--- src/rtl/ebx_pkg.sv ---
// Shared constants and types for the external bus and interrupt pin block
package ebx_pkg;
    localparam int ADDR_W = 23;
    localparam int LO_W = 16;
    localparam int HI_W = ADDR_W - LO_W;
    localparam int DATA_W = 16;
    localparam int NUM_INT = 4;
    localparam int FLAG_W = NUM_INT + 1;
    localparam int NMI_BIT = NUM_INT;
    localparam int ACC_CYC_DEF = 2;

    // Register indices on the plain register port
    localparam int REG_AW = 3;
    localparam logic [REG_AW-1:0] REG_INT_MASK = 3'h0;
    localparam logic [REG_AW-1:0] REG_INT_FLAG = 3'h1;
    localparam logic [REG_AW-1:0] REG_BANK_CTL = 3'h2;
    localparam logic [REG_AW-1:0] REG_CORE_CTL = 3'h3;
    localparam logic [REG_AW-1:0] REG_STATUS = 3'h4;

    localparam int BANK_HOLDER_BIT = 0;
    localparam int CORE_GMASK_BIT = 0;
    localparam logic [NUM_INT-1:0] INT_MASK_RST = 4'h0;
    localparam logic [FLAG_W-1:0] INT_FLAG_RST = 5'h00;
    localparam logic HOLDER_RST = 1'b1;
    localparam logic GMASK_RST = 1'b1;

    // Vector table: reset slot at the base, one slot per four words
    localparam logic [LO_W-1:0] RESET_VEC = 16'hff80;
    localparam logic [3:0] SLOT_RESET = 4'h0;
    localparam logic [3:0] SLOT_NMI = 4'h1;
    localparam logic [3:0] SLOT_EXTERNAL_INTERRUPT_LINE = 4'h4;
    localparam int SLOT_SHIFT = 2;
    localparam logic [2:0] ID_NMI = 3'h4;

    typedef enum logic [1:0] {
        SP_PROG = 2'b00,
        SP_DATA = 2'b01,
        SP_IO = 2'b10
    } ebx_space_t;

    typedef enum logic [2:0] {
        ST_BOOT = 3'b000,
        ST_IDLE = 3'b001,
        ST_XFER = 3'b010,
        ST_VEC = 3'b011,
        ST_HOLD = 3'b100
    } ebx_state_t;
endpackage

--- src/rtl/ebx_irq_if.sv ---
// Interface between the pin controller and its interrupt flag unit
`timescale 1ns/10ps
interface ebx_irq_if;
    logic [ebx_pkg::NUM_INT-1:0] ext_int_n;
    logic nmi_n;
    logic [ebx_pkg::NUM_INT-1:0] int_mask;
    logic glob_mask;
    logic [ebx_pkg::FLAG_W-1:0] clr_mask;
    logic ready;
    logic [ebx_pkg::FLAG_W-1:0] int_flag;
    logic take;
    logic [2:0] take_id;
    modport ctl (
        output ext_int_n, nmi_n, int_mask, glob_mask, clr_mask, ready,
        input int_flag, take, take_id
    );
    modport irq (
        input ext_int_n, nmi_n, int_mask, glob_mask, clr_mask, ready,
        output int_flag, take, take_id
    );
endinterface

--- src/rtl/ebx_top.sv ---
// External address/data pins, bus holders and interrupt pin handling
`timescale 1ns/10ps

////////////////////////////////////////////////////////////////////////////
// Functional notes
// - Low sixteen address lines carry every external access address.
// - Upper seven address lines driven only for program space accesses.
// - Address outputs float during hold and while float control is low.
// - Host wide select high turns low address lines into host inputs.
// - One shared 16-bit data bus serves all external spaces.
// - Data bus floats unless writing, and during reset or hold.
// - Data bus floats whenever float control is low.
// - Bus holders keep each undriven data line at its last level.
// - Acknowledge asserted while fetching the accepted interrupt vector.
// - Acknowledge output floats whenever float control is low.
// - Four interrupt lines prioritised, maskable, flags visible for polling.
// - Non-maskable interrupt ignores global mask and mask register.
// - Non-maskable request fetches from its own vector location.
// - Hold request granted with acknowledge; lines then float.
// - After reset release, execution starts at program address 0ff80.
module ebx_top #(
    parameter int ACC_CYC = ebx_pkg::ACC_CYC_DEF
) (
    input wire logic mclk,
    input wire logic reset_n,
    input wire logic [ebx_pkg::REG_AW-1:0] reg_addr,
    input wire logic [ebx_pkg::DATA_W-1:0] reg_wdata,
    input wire logic reg_wr,
    input wire logic reg_rd,
    output logic [ebx_pkg::DATA_W-1:0] reg_rdata,
    output logic irq,
    input wire logic core_req,
    input wire ebx_pkg::ebx_space_t core_space,
    input wire logic core_wr,
    input wire logic [ebx_pkg::ADDR_W-1:0] core_addr,
    input wire logic [ebx_pkg::DATA_W-1:0] core_wdata,
    output logic core_busy,
    output logic core_done,
    output logic [ebx_pkg::DATA_W-1:0] core_rdata,
    output logic vec_done,
    output logic [ebx_pkg::LO_W-1:0] vec_addr,
    output logic [ebx_pkg::ADDR_W-1:0] ext_addr_o,
    output logic ext_addr_lo_oe,
    output logic ext_addr_hi_oe,
    input wire logic [ebx_pkg::LO_W-1:0] ext_addr_i,
    output logic [ebx_pkg::DATA_W-1:0] ext_data_o,
    output logic ext_data_oe,
    input wire logic [ebx_pkg::DATA_W-1:0] ext_data_i,
    output logic [ebx_pkg::DATA_W-1:0] ext_data_keep_o,
    output logic ext_data_keep_oe,
    input wire logic float_n,
    input wire logic hold_req_n,
    output logic hold_ack_n,
    input wire logic host_port_wide_select,
    output logic [ebx_pkg::LO_W-1:0] host_port_addr,
    input wire logic [ebx_pkg::NUM_INT-1:0] external_interrupt_line_n,
    input wire logic nmi_n,
    output logic interrupt_acknowledge_out_n,
    output logic interrupt_acknowledge_oe
);
    localparam int CNT_W = 8;

    generate
        if (ACC_CYC < 1 || ACC_CYC >= (1 << CNT_W)) begin : g_bad_acc
            $error("ACC_CYC must lie between 1 and 255");
        end
    endgenerate

    localparam logic [CNT_W-1:0] ACC_LAST = CNT_W'(ACC_CYC - 1);

    typedef struct packed {
        ebx_pkg::ebx_state_t st;
        logic [CNT_W-1:0] cnt;
        ebx_pkg::ebx_space_t space;
        logic wr;
        logic boot;
        logic [ebx_pkg::ADDR_W-1:0] addr;
        logic [ebx_pkg::DATA_W-1:0] wdata;
        logic addr_oe;
        logic data_oe;
        logic ack_n;
        logic hold_ack_n;
        logic [ebx_pkg::DATA_W-1:0] keep;
        logic [ebx_pkg::DATA_W-1:0] rdata;
        logic core_done;
        logic vec_done;
        logic [ebx_pkg::LO_W-1:0] vec_addr;
        logic [ebx_pkg::NUM_INT-1:0] int_mask;
        logic holder_en;
        logic glob_mask;
        logic [ebx_pkg::DATA_W-1:0] reg_rdata;
        logic [ebx_pkg::LO_W-1:0] host_addr;
    } ebx_st_t;

    localparam ebx_st_t ST_RST = '{
        st: ebx_pkg::ST_BOOT, cnt: '0, space: ebx_pkg::SP_PROG,
        wr: 1'b0, boot: 1'b0, addr: '0, wdata: '0, addr_oe: 1'b0,
        data_oe: 1'b0, ack_n: 1'b1, hold_ack_n: 1'b1, keep: '0,
        rdata: '0, core_done: 1'b0, vec_done: 1'b0, vec_addr: '0,
        int_mask: ebx_pkg::INT_MASK_RST, holder_en: ebx_pkg::HOLDER_RST,
        glob_mask: ebx_pkg::GMASK_RST, reg_rdata: '0, host_addr: '0
    };

    ebx_st_t cur_r;
    ebx_st_t cur_nxt;

    ebx_irq_if irq_bus ();

    ebx_irq u_irq (
        .mclk(mclk),
        .reset_n(reset_n),
        .bus(irq_bus)
    );

    ////////////////////////////////////////////////////////////////////////
    // Helpers

    function automatic logic [ebx_pkg::LO_W-1:0] slot_addr(
        input logic [3:0] slot
    );
        slot_addr = ebx_pkg::RESET_VEC +
            (ebx_pkg::LO_W'(slot) << ebx_pkg::SLOT_SHIFT);
    endfunction

    function automatic logic [3:0] id_slot(input logic [2:0] id);
        if (id == ebx_pkg::ID_NMI) begin
            id_slot = ebx_pkg::SLOT_NMI;
        end else begin
            id_slot = ebx_pkg::SLOT_EXTERNAL_INTERRUPT_LINE + {1'b0, id};
        end
    endfunction

    function automatic logic reg_hit(
        input logic [ebx_pkg::REG_AW-1:0] a,
        input logic [ebx_pkg::REG_AW-1:0] which
    );
        reg_hit = (a == which);
    endfunction

    ////////////////////////////////////////////////////////////////////////
    // Interrupt unit hookup

    assign irq_bus.ext_int_n = external_interrupt_line_n;
    assign irq_bus.nmi_n = nmi_n;
    assign irq_bus.int_mask = cur_r.int_mask;
    assign irq_bus.glob_mask = cur_r.glob_mask;
    assign irq_bus.ready = !core_busy && !core_req;
    assign irq_bus.clr_mask = (reg_wr &&
        reg_hit(reg_addr, ebx_pkg::REG_INT_FLAG)) ?
        reg_wdata[ebx_pkg::FLAG_W-1:0] : '0;

    ////////////////////////////////////////////////////////////////////////
    // Next state

    always_comb begin
        cur_nxt = cur_r;
        cur_nxt.core_done = 1'b0;
        cur_nxt.vec_done = 1'b0;

        // Holder follows what we drive, else whatever is on the wire
        cur_nxt.keep = ext_data_oe ? cur_r.wdata : ext_data_i;

        if (host_port_wide_select) begin
            cur_nxt.host_addr = ext_addr_i;
        end

        case (cur_r.st)
            ebx_pkg::ST_BOOT: begin
                // First fetch after reset release
                cur_nxt.st = ebx_pkg::ST_VEC;
                cur_nxt.boot = 1'b1;
                cur_nxt.space = ebx_pkg::SP_PROG;
                cur_nxt.wr = 1'b0;
                cur_nxt.addr = {{ebx_pkg::HI_W{1'b0}},
                    slot_addr(ebx_pkg::SLOT_RESET)};
                cur_nxt.addr_oe = 1'b1;
                cur_nxt.cnt = ACC_LAST;
            end
            ebx_pkg::ST_IDLE: begin
                if (irq_bus.take) begin
                    // Vector fetch with acknowledge low
                    cur_nxt.st = ebx_pkg::ST_VEC;
                    cur_nxt.boot = 1'b0;
                    cur_nxt.space = ebx_pkg::SP_PROG;
                    cur_nxt.wr = 1'b0;
                    cur_nxt.addr = {{ebx_pkg::HI_W{1'b0}},
                        slot_addr(id_slot(irq_bus.take_id))};
                    cur_nxt.addr_oe = 1'b1;
                    cur_nxt.ack_n = 1'b0;
                    cur_nxt.cnt = ACC_LAST;
                end else if (!hold_req_n) begin
                    // Grant only between accesses; lines float
                    cur_nxt.st = ebx_pkg::ST_HOLD;
                    cur_nxt.hold_ack_n = 1'b0;
                    cur_nxt.addr_oe = 1'b0;
                    cur_nxt.data_oe = 1'b0;
                end else if (core_req) begin
                    cur_nxt.st = ebx_pkg::ST_XFER;
                    cur_nxt.space = core_space;
                    cur_nxt.wr = core_wr;
                    cur_nxt.addr = core_addr;
                    cur_nxt.wdata = core_wdata;
                    cur_nxt.addr_oe = 1'b1;
                    cur_nxt.data_oe = core_wr;
                    cur_nxt.cnt = ACC_LAST;
                end
            end
            ebx_pkg::ST_XFER, ebx_pkg::ST_VEC: begin
                if (cur_r.cnt == '0) begin
                    if (!cur_r.wr) begin
                        cur_nxt.rdata = ext_data_i;
                    end
                    cur_nxt.core_done = (cur_r.st == ebx_pkg::ST_XFER);
                    cur_nxt.vec_done = (cur_r.st == ebx_pkg::ST_VEC);
                    if (cur_r.st == ebx_pkg::ST_VEC) begin
                        cur_nxt.vec_addr = cur_r.addr[ebx_pkg::LO_W-1:0];
                    end
                    cur_nxt.st = ebx_pkg::ST_IDLE;
                    cur_nxt.addr_oe = 1'b0;
                    cur_nxt.data_oe = 1'b0;
                    cur_nxt.ack_n = 1'b1;
                end else begin
                    cur_nxt.cnt = cur_r.cnt - 1'b1;
                end
            end
            ebx_pkg::ST_HOLD: begin
                if (hold_req_n) begin
                    cur_nxt.st = ebx_pkg::ST_IDLE;
                    cur_nxt.hold_ack_n = 1'b1;
                end
            end
            default: begin
                cur_nxt.st = ebx_pkg::ST_IDLE;
            end
        endcase

        // Taking a maskable interrupt sets the global mask; this beats a
        // software write in the same cycle
        if (reg_wr && reg_hit(reg_addr, ebx_pkg::REG_CORE_CTL)) begin
            cur_nxt.glob_mask = reg_wdata[ebx_pkg::CORE_GMASK_BIT];
        end
        if (irq_bus.take && cur_r.st == ebx_pkg::ST_IDLE &&
            irq_bus.take_id != ebx_pkg::ID_NMI) begin
            cur_nxt.glob_mask = 1'b1;
        end
        if (reg_wr && reg_hit(reg_addr, ebx_pkg::REG_INT_MASK)) begin
            cur_nxt.int_mask = reg_wdata[ebx_pkg::NUM_INT-1:0];
        end
        if (reg_wr && reg_hit(reg_addr, ebx_pkg::REG_BANK_CTL)) begin
            cur_nxt.holder_en = reg_wdata[ebx_pkg::BANK_HOLDER_BIT];
        end

        // Register read data stands only in the cycle after the strobe
        cur_nxt.reg_rdata = '0;
        if (reg_rd) begin
            case (reg_addr)
                ebx_pkg::REG_INT_MASK: begin
                    cur_nxt.reg_rdata[ebx_pkg::NUM_INT-1:0] = cur_r.int_mask;
                end
                ebx_pkg::REG_INT_FLAG: begin
                    cur_nxt.reg_rdata[ebx_pkg::FLAG_W-1:0] =
                        irq_bus.int_flag;
                end
                ebx_pkg::REG_BANK_CTL: begin
                    cur_nxt.reg_rdata[ebx_pkg::BANK_HOLDER_BIT] =
                        cur_r.holder_en;
                end
                ebx_pkg::REG_CORE_CTL: begin
                    cur_nxt.reg_rdata[ebx_pkg::CORE_GMASK_BIT] =
                        cur_r.glob_mask;
                end
                ebx_pkg::REG_STATUS: begin
                    cur_nxt.reg_rdata[2:0] = cur_r.st;
                    cur_nxt.reg_rdata[3] = ~cur_r.hold_ack_n;
                    cur_nxt.reg_rdata[4] = ~cur_r.ack_n;
                    cur_nxt.reg_rdata[5] = cur_r.boot;
                end
                default: begin
                    cur_nxt.reg_rdata = '0;
                end
            endcase
        end
    end

    always_ff @(posedge mclk or negedge reset_n) begin
        if (!reset_n) begin
            cur_r <= ST_RST;
        end else begin
            cur_r <= cur_nxt;
        end
    end

    ////////////////////////////////////////////////////////////////////////
    // Pins; float control acts at once, without waiting for a clock edge

    assign ext_addr_o = cur_r.addr;
    // Wide host mode hands the low lines to the outside host
    assign ext_addr_lo_oe = cur_r.addr_oe & float_n &
        ~host_port_wide_select;
    assign ext_addr_hi_oe = cur_r.addr_oe & float_n &
        (cur_r.space == ebx_pkg::SP_PROG);
    assign ext_data_o = cur_r.wdata;
    assign ext_data_oe = cur_r.data_oe & float_n;
    // Holder stays on under float too, so lines never drift
    assign ext_data_keep_o = cur_r.keep;
    assign ext_data_keep_oe = cur_r.holder_en & ~ext_data_oe;
    assign interrupt_acknowledge_out_n = cur_r.ack_n;
    assign interrupt_acknowledge_oe = float_n;
    assign hold_ack_n = cur_r.hold_ack_n;
    assign host_port_addr = cur_r.host_addr;

    assign core_busy = (cur_r.st != ebx_pkg::ST_IDLE) || !hold_req_n ||
        irq_bus.take;
    assign core_done = cur_r.core_done;
    assign core_rdata = cur_r.rdata;
    assign vec_done = cur_r.vec_done;
    assign vec_addr = cur_r.vec_addr;
    assign reg_rdata = cur_r.reg_rdata;
    // NMI flag is not gated by the mask register
    assign irq = |(irq_bus.int_flag[ebx_pkg::NUM_INT-1:0] & cur_r.int_mask)
        | irq_bus.int_flag[ebx_pkg::NMI_BIT];
endmodule

--- src/rtl/ebx_irq.sv ---
// Interrupt flag capture and fixed-priority acceptance
`timescale 1ns/10ps
module ebx_irq (
    input wire logic mclk,
    input wire logic reset_n,
    ebx_irq_if.irq bus
);
    typedef struct packed {
        logic [ebx_pkg::FLAG_W-1:0] flag;
        logic [ebx_pkg::NUM_INT-1:0] int_q;
        logic nmi_q;
        logic take;
        logic [2:0] id;
    } ebx_irq_st_t;

    ebx_irq_st_t cur_r;
    ebx_irq_st_t cur_nxt;
    logic [ebx_pkg::FLAG_W-1:0] set_v;

    // Falling edge on an active-low line marks a new request
    genvar g;
    generate
        for (g = 0; g < ebx_pkg::NUM_INT; g++) begin : g_edge
            assign set_v[g] = cur_r.int_q[g] & ~bus.ext_int_n[g];
        end
    endgenerate
    assign set_v[ebx_pkg::NMI_BIT] = cur_r.nmi_q & ~bus.nmi_n;

    always_comb begin
        logic [ebx_pkg::FLAG_W-1:0] taken;
        logic found;
        taken = '0;
        found = 1'b0;
        cur_nxt = cur_r;
        cur_nxt.int_q = bus.ext_int_n;
        cur_nxt.nmi_q = bus.nmi_n;
        cur_nxt.take = 1'b0;
        if (bus.ready && !cur_r.take) begin
            // Non-maskable first, ignoring both masks
            if (cur_r.flag[ebx_pkg::NMI_BIT]) begin
                found = 1'b1;
                cur_nxt.id = ebx_pkg::ID_NMI;
                taken[ebx_pkg::NMI_BIT] = 1'b1;
            end else if (!bus.glob_mask) begin
                // Line 0 has highest priority
                for (int i = ebx_pkg::NUM_INT - 1; i >= 0; i--) begin
                    if (cur_r.flag[i] && bus.int_mask[i]) begin
                        found = 1'b1;
                        cur_nxt.id = 3'(i);
                        taken = '0;
                        taken[i] = 1'b1;
                    end
                end
            end
        end
        cur_nxt.take = found;
        // A new edge wins over any clear in the same cycle
        cur_nxt.flag = (cur_r.flag & ~bus.clr_mask & ~taken) | set_v;
    end

    always_ff @(posedge mclk or negedge reset_n) begin
        if (!reset_n) begin
            cur_r <= '{flag: ebx_pkg::INT_FLAG_RST, int_q: '1, nmi_q: 1'b1,
                       take: 1'b0, id: 3'h0};
        end else begin
            cur_r <= cur_nxt;
        end
    end

    assign bus.int_flag = cur_r.flag;
    assign bus.take = cur_r.take;
    assign bus.take_id = cur_r.id;
endmodule

--- config.mk ---
export PLATFORM = sky130hd
export DESIGN_NAME = ebx_top
export DESIGN_NICKNAME = d
export VERILOG_FILES = /design/src/rtl/ebx_pkg.sv /design/src/rtl/ebx_irq_if.sv /design/src/rtl/ebx_top.sv /design/src/rtl/ebx_irq.sv
export SDC_FILE = /design/constraint.sdc
export NUM_CORES = 1
export LEC_CHECK = 0
export ABC_AREA = 1
export BUFFER_PORTS_ARGS = -buffer_cell sky130_fd_sc_hd__buf_2
export CAP_MARGIN = 20
export CORE_MARGIN = 5
export CORE_UTILIZATION = 45
export DETAILED_ROUTE_END_ITERATION = 6
export GPL_ROUTABILITY_DRIVEN = 0
export PLACE_DENSITY_LB_ADDON = 0.25
export SLEW_MARGIN = 20
export SYNTH_ARGS = -nofsm -noshare
export SYNTH_HDL_FRONTEND = slang
export SYNTH_HIERARCHICAL = 1
export SYNTH_SLANG_ARGS = --single-unit
--- constraint.sdc ---
create_clock -name mclk -period 2.15 [get_ports mclk]
set_input_delay 0.1075 -clock mclk [delete_from_list [all_inputs] [get_ports mclk]]
set_output_delay 0.1075 -clock mclk [all_outputs]
set_load 0.05 [all_outputs]
==> flow_metrics.env <==
export IMPL_outcome="complete, no violations"
export IMPL_startpoint_type="flop"
export IMPL_yosys_cell_count_top_type="nand2_1"
export IMPL_globalRouteOverflowTotal=0
export IMPL_final_hold_violation_count=0
export IMPL_core_um2=15900
export IMPL_grt_setup_unrepaired="false"
export IMPL_synthToLayoutAreaGrowth_pct=24.9
export IMPL_seq_area_frac_synth_pct=51.4
export IMPL_io_pins=236
export IMPL_routed_wl_um=18100
export IMPL_fin_setup_tns_ps=0
export IMPL_setup_viol=0
export IMPL_clockRootBuffer="clkbuf_16"
export IMPL_place_area_um2=7730
export IMPL_synth_edff_count=0
export IMPL_avgViaCountPerCell=4.60
export IMPL_hold_class="in -> reg"
export IMPL_maxCapViolations=0
export IMPL_synthFlopType="dfrtp_1"
export IMPL_skew_ps=8.19
export IMPL_netlist_area_um2=7330
export IMPL_cp_end_kind="flop"
export IMPL_antenna_found_initial=1
export IMPL_power_density_nw_per_um2=1390
export IMPL_cts_sinks=150
export IMPL_final_period_utilization_pct=82.7
export IMPL_fin_ws_ps=372
export IMPL_ir_worst_vdd_v=0.000817
export IMPL_p_total_mw=12.7
export IMPL_postCtsSetupBuffers=0
export IMPL_firstDrtPassIters=7
export IMPL_crit_fanout=17
export IMPL_cts_path_max_buffers=2
export IMPL_cts_htree_levels=4
export IMPL_die_w_um=138
export IMPL_worstSetupPathType="reg -> reg"
export IMPL_nNetsFinal=1143
export IMPL_avgSynthCellArea_um2=8.63
export IMPL_die_area_um2=18900
export IMPL_async_reset_ff_share_pct=100
export IMPL_synth_top_area_share_pct=48.2
export IMPL_ctsResizeCount=0
export IMPL_ant_nets=0
export IMPL_num_rows=46
export IMPL_yosys_warnings=6
export IMPL_drt_iter0_drc=231
export IMPL_drc=0
export IMPL_synthTopCellsByCount="275 x nand2_1, 141 x dfrtp_1, 132 x buf_4"
export IMPL_p_leak_nw=4.92
export IMPL_slew_headroom_pct=58.5
export IMPL_fmax_mhz=562
export IMPL_grt_max_degree=59
export IMPL_design_area_um2=9150
export IMPL_die_y_um=138
export IMPL_vias=5818
export IMPL_cp_arrival_ps=2130
export IMPL_clock_latency_ps=420
export IMPL_path_clk_slew_ps=60
export IMPL_drv_slew=0
export IMPL_nFillCells=1451
export IMPL_synth_distinct_cells=29
export IMPL_grt_pass1_vias=5876
export IMPL_port_buffers=214
export IMPL_ys_top_cells_by_area="dfrtp_1 48%, nand2_1 14%, buf_4 14%"
export IMPL_period_minus_slack_ps=1780
export IMPL_start_util_pct=46.0
export IMPL_cts_made_buffers=17
export IMPL_yosysTopAreaCell="dfrtp_1"
export IMPL_track_usage_pct=19.0
export IMPL_grt_pass1_wl_um=28200
export IMPL_drive_above_1_share_pct=29.0
export IMPL_dpl_hpwl_um=12500
export IMPL_required_ps=2500
export IMPL_wl_per_cell_um=14.3
export IMPL_synth_seq_cells=150
export IMPL_cts_tree="yes"
export IMPL_pre_cts_slack_ps=357
export IMPL_hold_buffers=82
export IMPL_worst_slew_pin_slew_ps=616
export IMPL_syn_inst=849
registers in the layout, indices dropped and copies added (netlist names):
name,flops
u_irq/bus.take,1
u_irq/cur_r,5
vec_addr,16
cur_r,18
interrupt_acknowledge_out_n,1
host_port_addr,16
ext_data_keep_o,16
u_irq/bus.int_flag,5
vec_done,1
core_done,1
u_irq/bus.take_id,3
hold_ack_n,1
irq_bus.int_mask,4
ext_addr_o,23
reg_rdata,6
core_rdata,16
irq_bus.glob_mask,1
ext_data_o,16
metrics by stage:
stage          cells  utilization, %  hold WS [ps]
2_1_floorplan    858               -          -188
3_3_place_gp    1150            48.5           119
3_5_place_dp    1150            48.5           121
4_1_cts         1263            57.4          5.00
5_1_grt         1264            57.4          10.9
6_report        1264            57.4          16.2
per-layer routing:
metal	track usage [%]	vias to the layer above	wire [um]	share of wire, %
met5	0	-	0	0
met2	32.0	212	8660	48
li1	-	2890	-	-
met4	7.82	0	435	2.4
met3	5.04	32	1350	7.5
met1	23.1	2684	7600	42
path summary, 6_finish.rpt:
check	start	to	slack, ps	depth (start not counted)
max	cur_r[135]$_DFFE_PN0P_	vec_addr[0]$_DFFE_PN0P_	370	8
min	core_wr	cur_r[90]$_DFFE_PN0P_	20	3
max reg2reg	cur_r[135]$_DFFE_PN0P_	vec_addr[0]$_DFFE_PN0P_	370	8
min reg2reg	vec_addr[6]$_DFFE_PN0P_	vec_addr[6]$_DFFE_PN0P_	470	2
max in group asynchronous	reset_n	u_irq/cur_r[4]$_DFF_PN1_	1200	3
min in group asynchronous	reset_n	host_port_addr[4]$_DFFE_PN0P_	230	2
cell usage in the layout, fill, tap and decap left out, drive strengths merged:
cell type / instances
o21ai: 68
clkinv: 8
ha: 2
dfstp: 9
conb: 10
dfrtp: 141
diode: 1
nor4: 1
a21oi: 11
bufinv: 3
inv: 75
nand2: 280
o211ai: 4
dlygate4sd3: 82
clkbuf: 19
nand4: 8
buf: 224
mux2: 16
nand3: 36
clkinvlp: 3
nor2: 41
nor3: 5
a221oi: 1
cells by family (layout without fill, tap and decap cells):
| group | Yosys count | in the layout | share of synthesized area, % |
|---|---|---|---|
| fa+ha+maj | 2 | 2 | 0.341 |
| compound gates | 84 | 84 | 5.93 |
| other cells | 1 | 11 | 0.0512 |
| buf+inv | 225 | 414 | 18.7 |
| mux | 16 | 16 | 2.46 |
| simple gates | 371 | 371 | 21.1 |
| flops | 150 | 150 | 51.4 |
worst max-delay path: stages (launching register included):
cell and delay (ps):
dfrtp_1 410, inv_1 130, ha_1 180, nand2_1 50
nor2_1 160, nand3_2 180, nor2_4 420, nand2_1 90
nand2_1 90
report_power, final:
part / switching [mW] / total, mW / internal [mW]
clock network: 1.16 / 3.00 / 1.85
registers: 0.605 / 4.31 / 3.70
logic: 4.11 / 5.42 / 1.31
area by class of cell:
type | instances | area (um2) | share of cell area (%)
timing repair buffer | 306 | 2000 | 21.8
inverter | 77 | 290 | 3.17
multi-input combinational | 483 | 2230 | 24.3
antenna | 1 | 2.50 | 0.0274
sequential | 150 | 3760 | 41.2
clock buffer | 19 | 443 | 4.84
clock inverter | 12 | 154 | 1.68
tap | 216 | 270 | 2.95
Power figures use the tool's default switching activity.
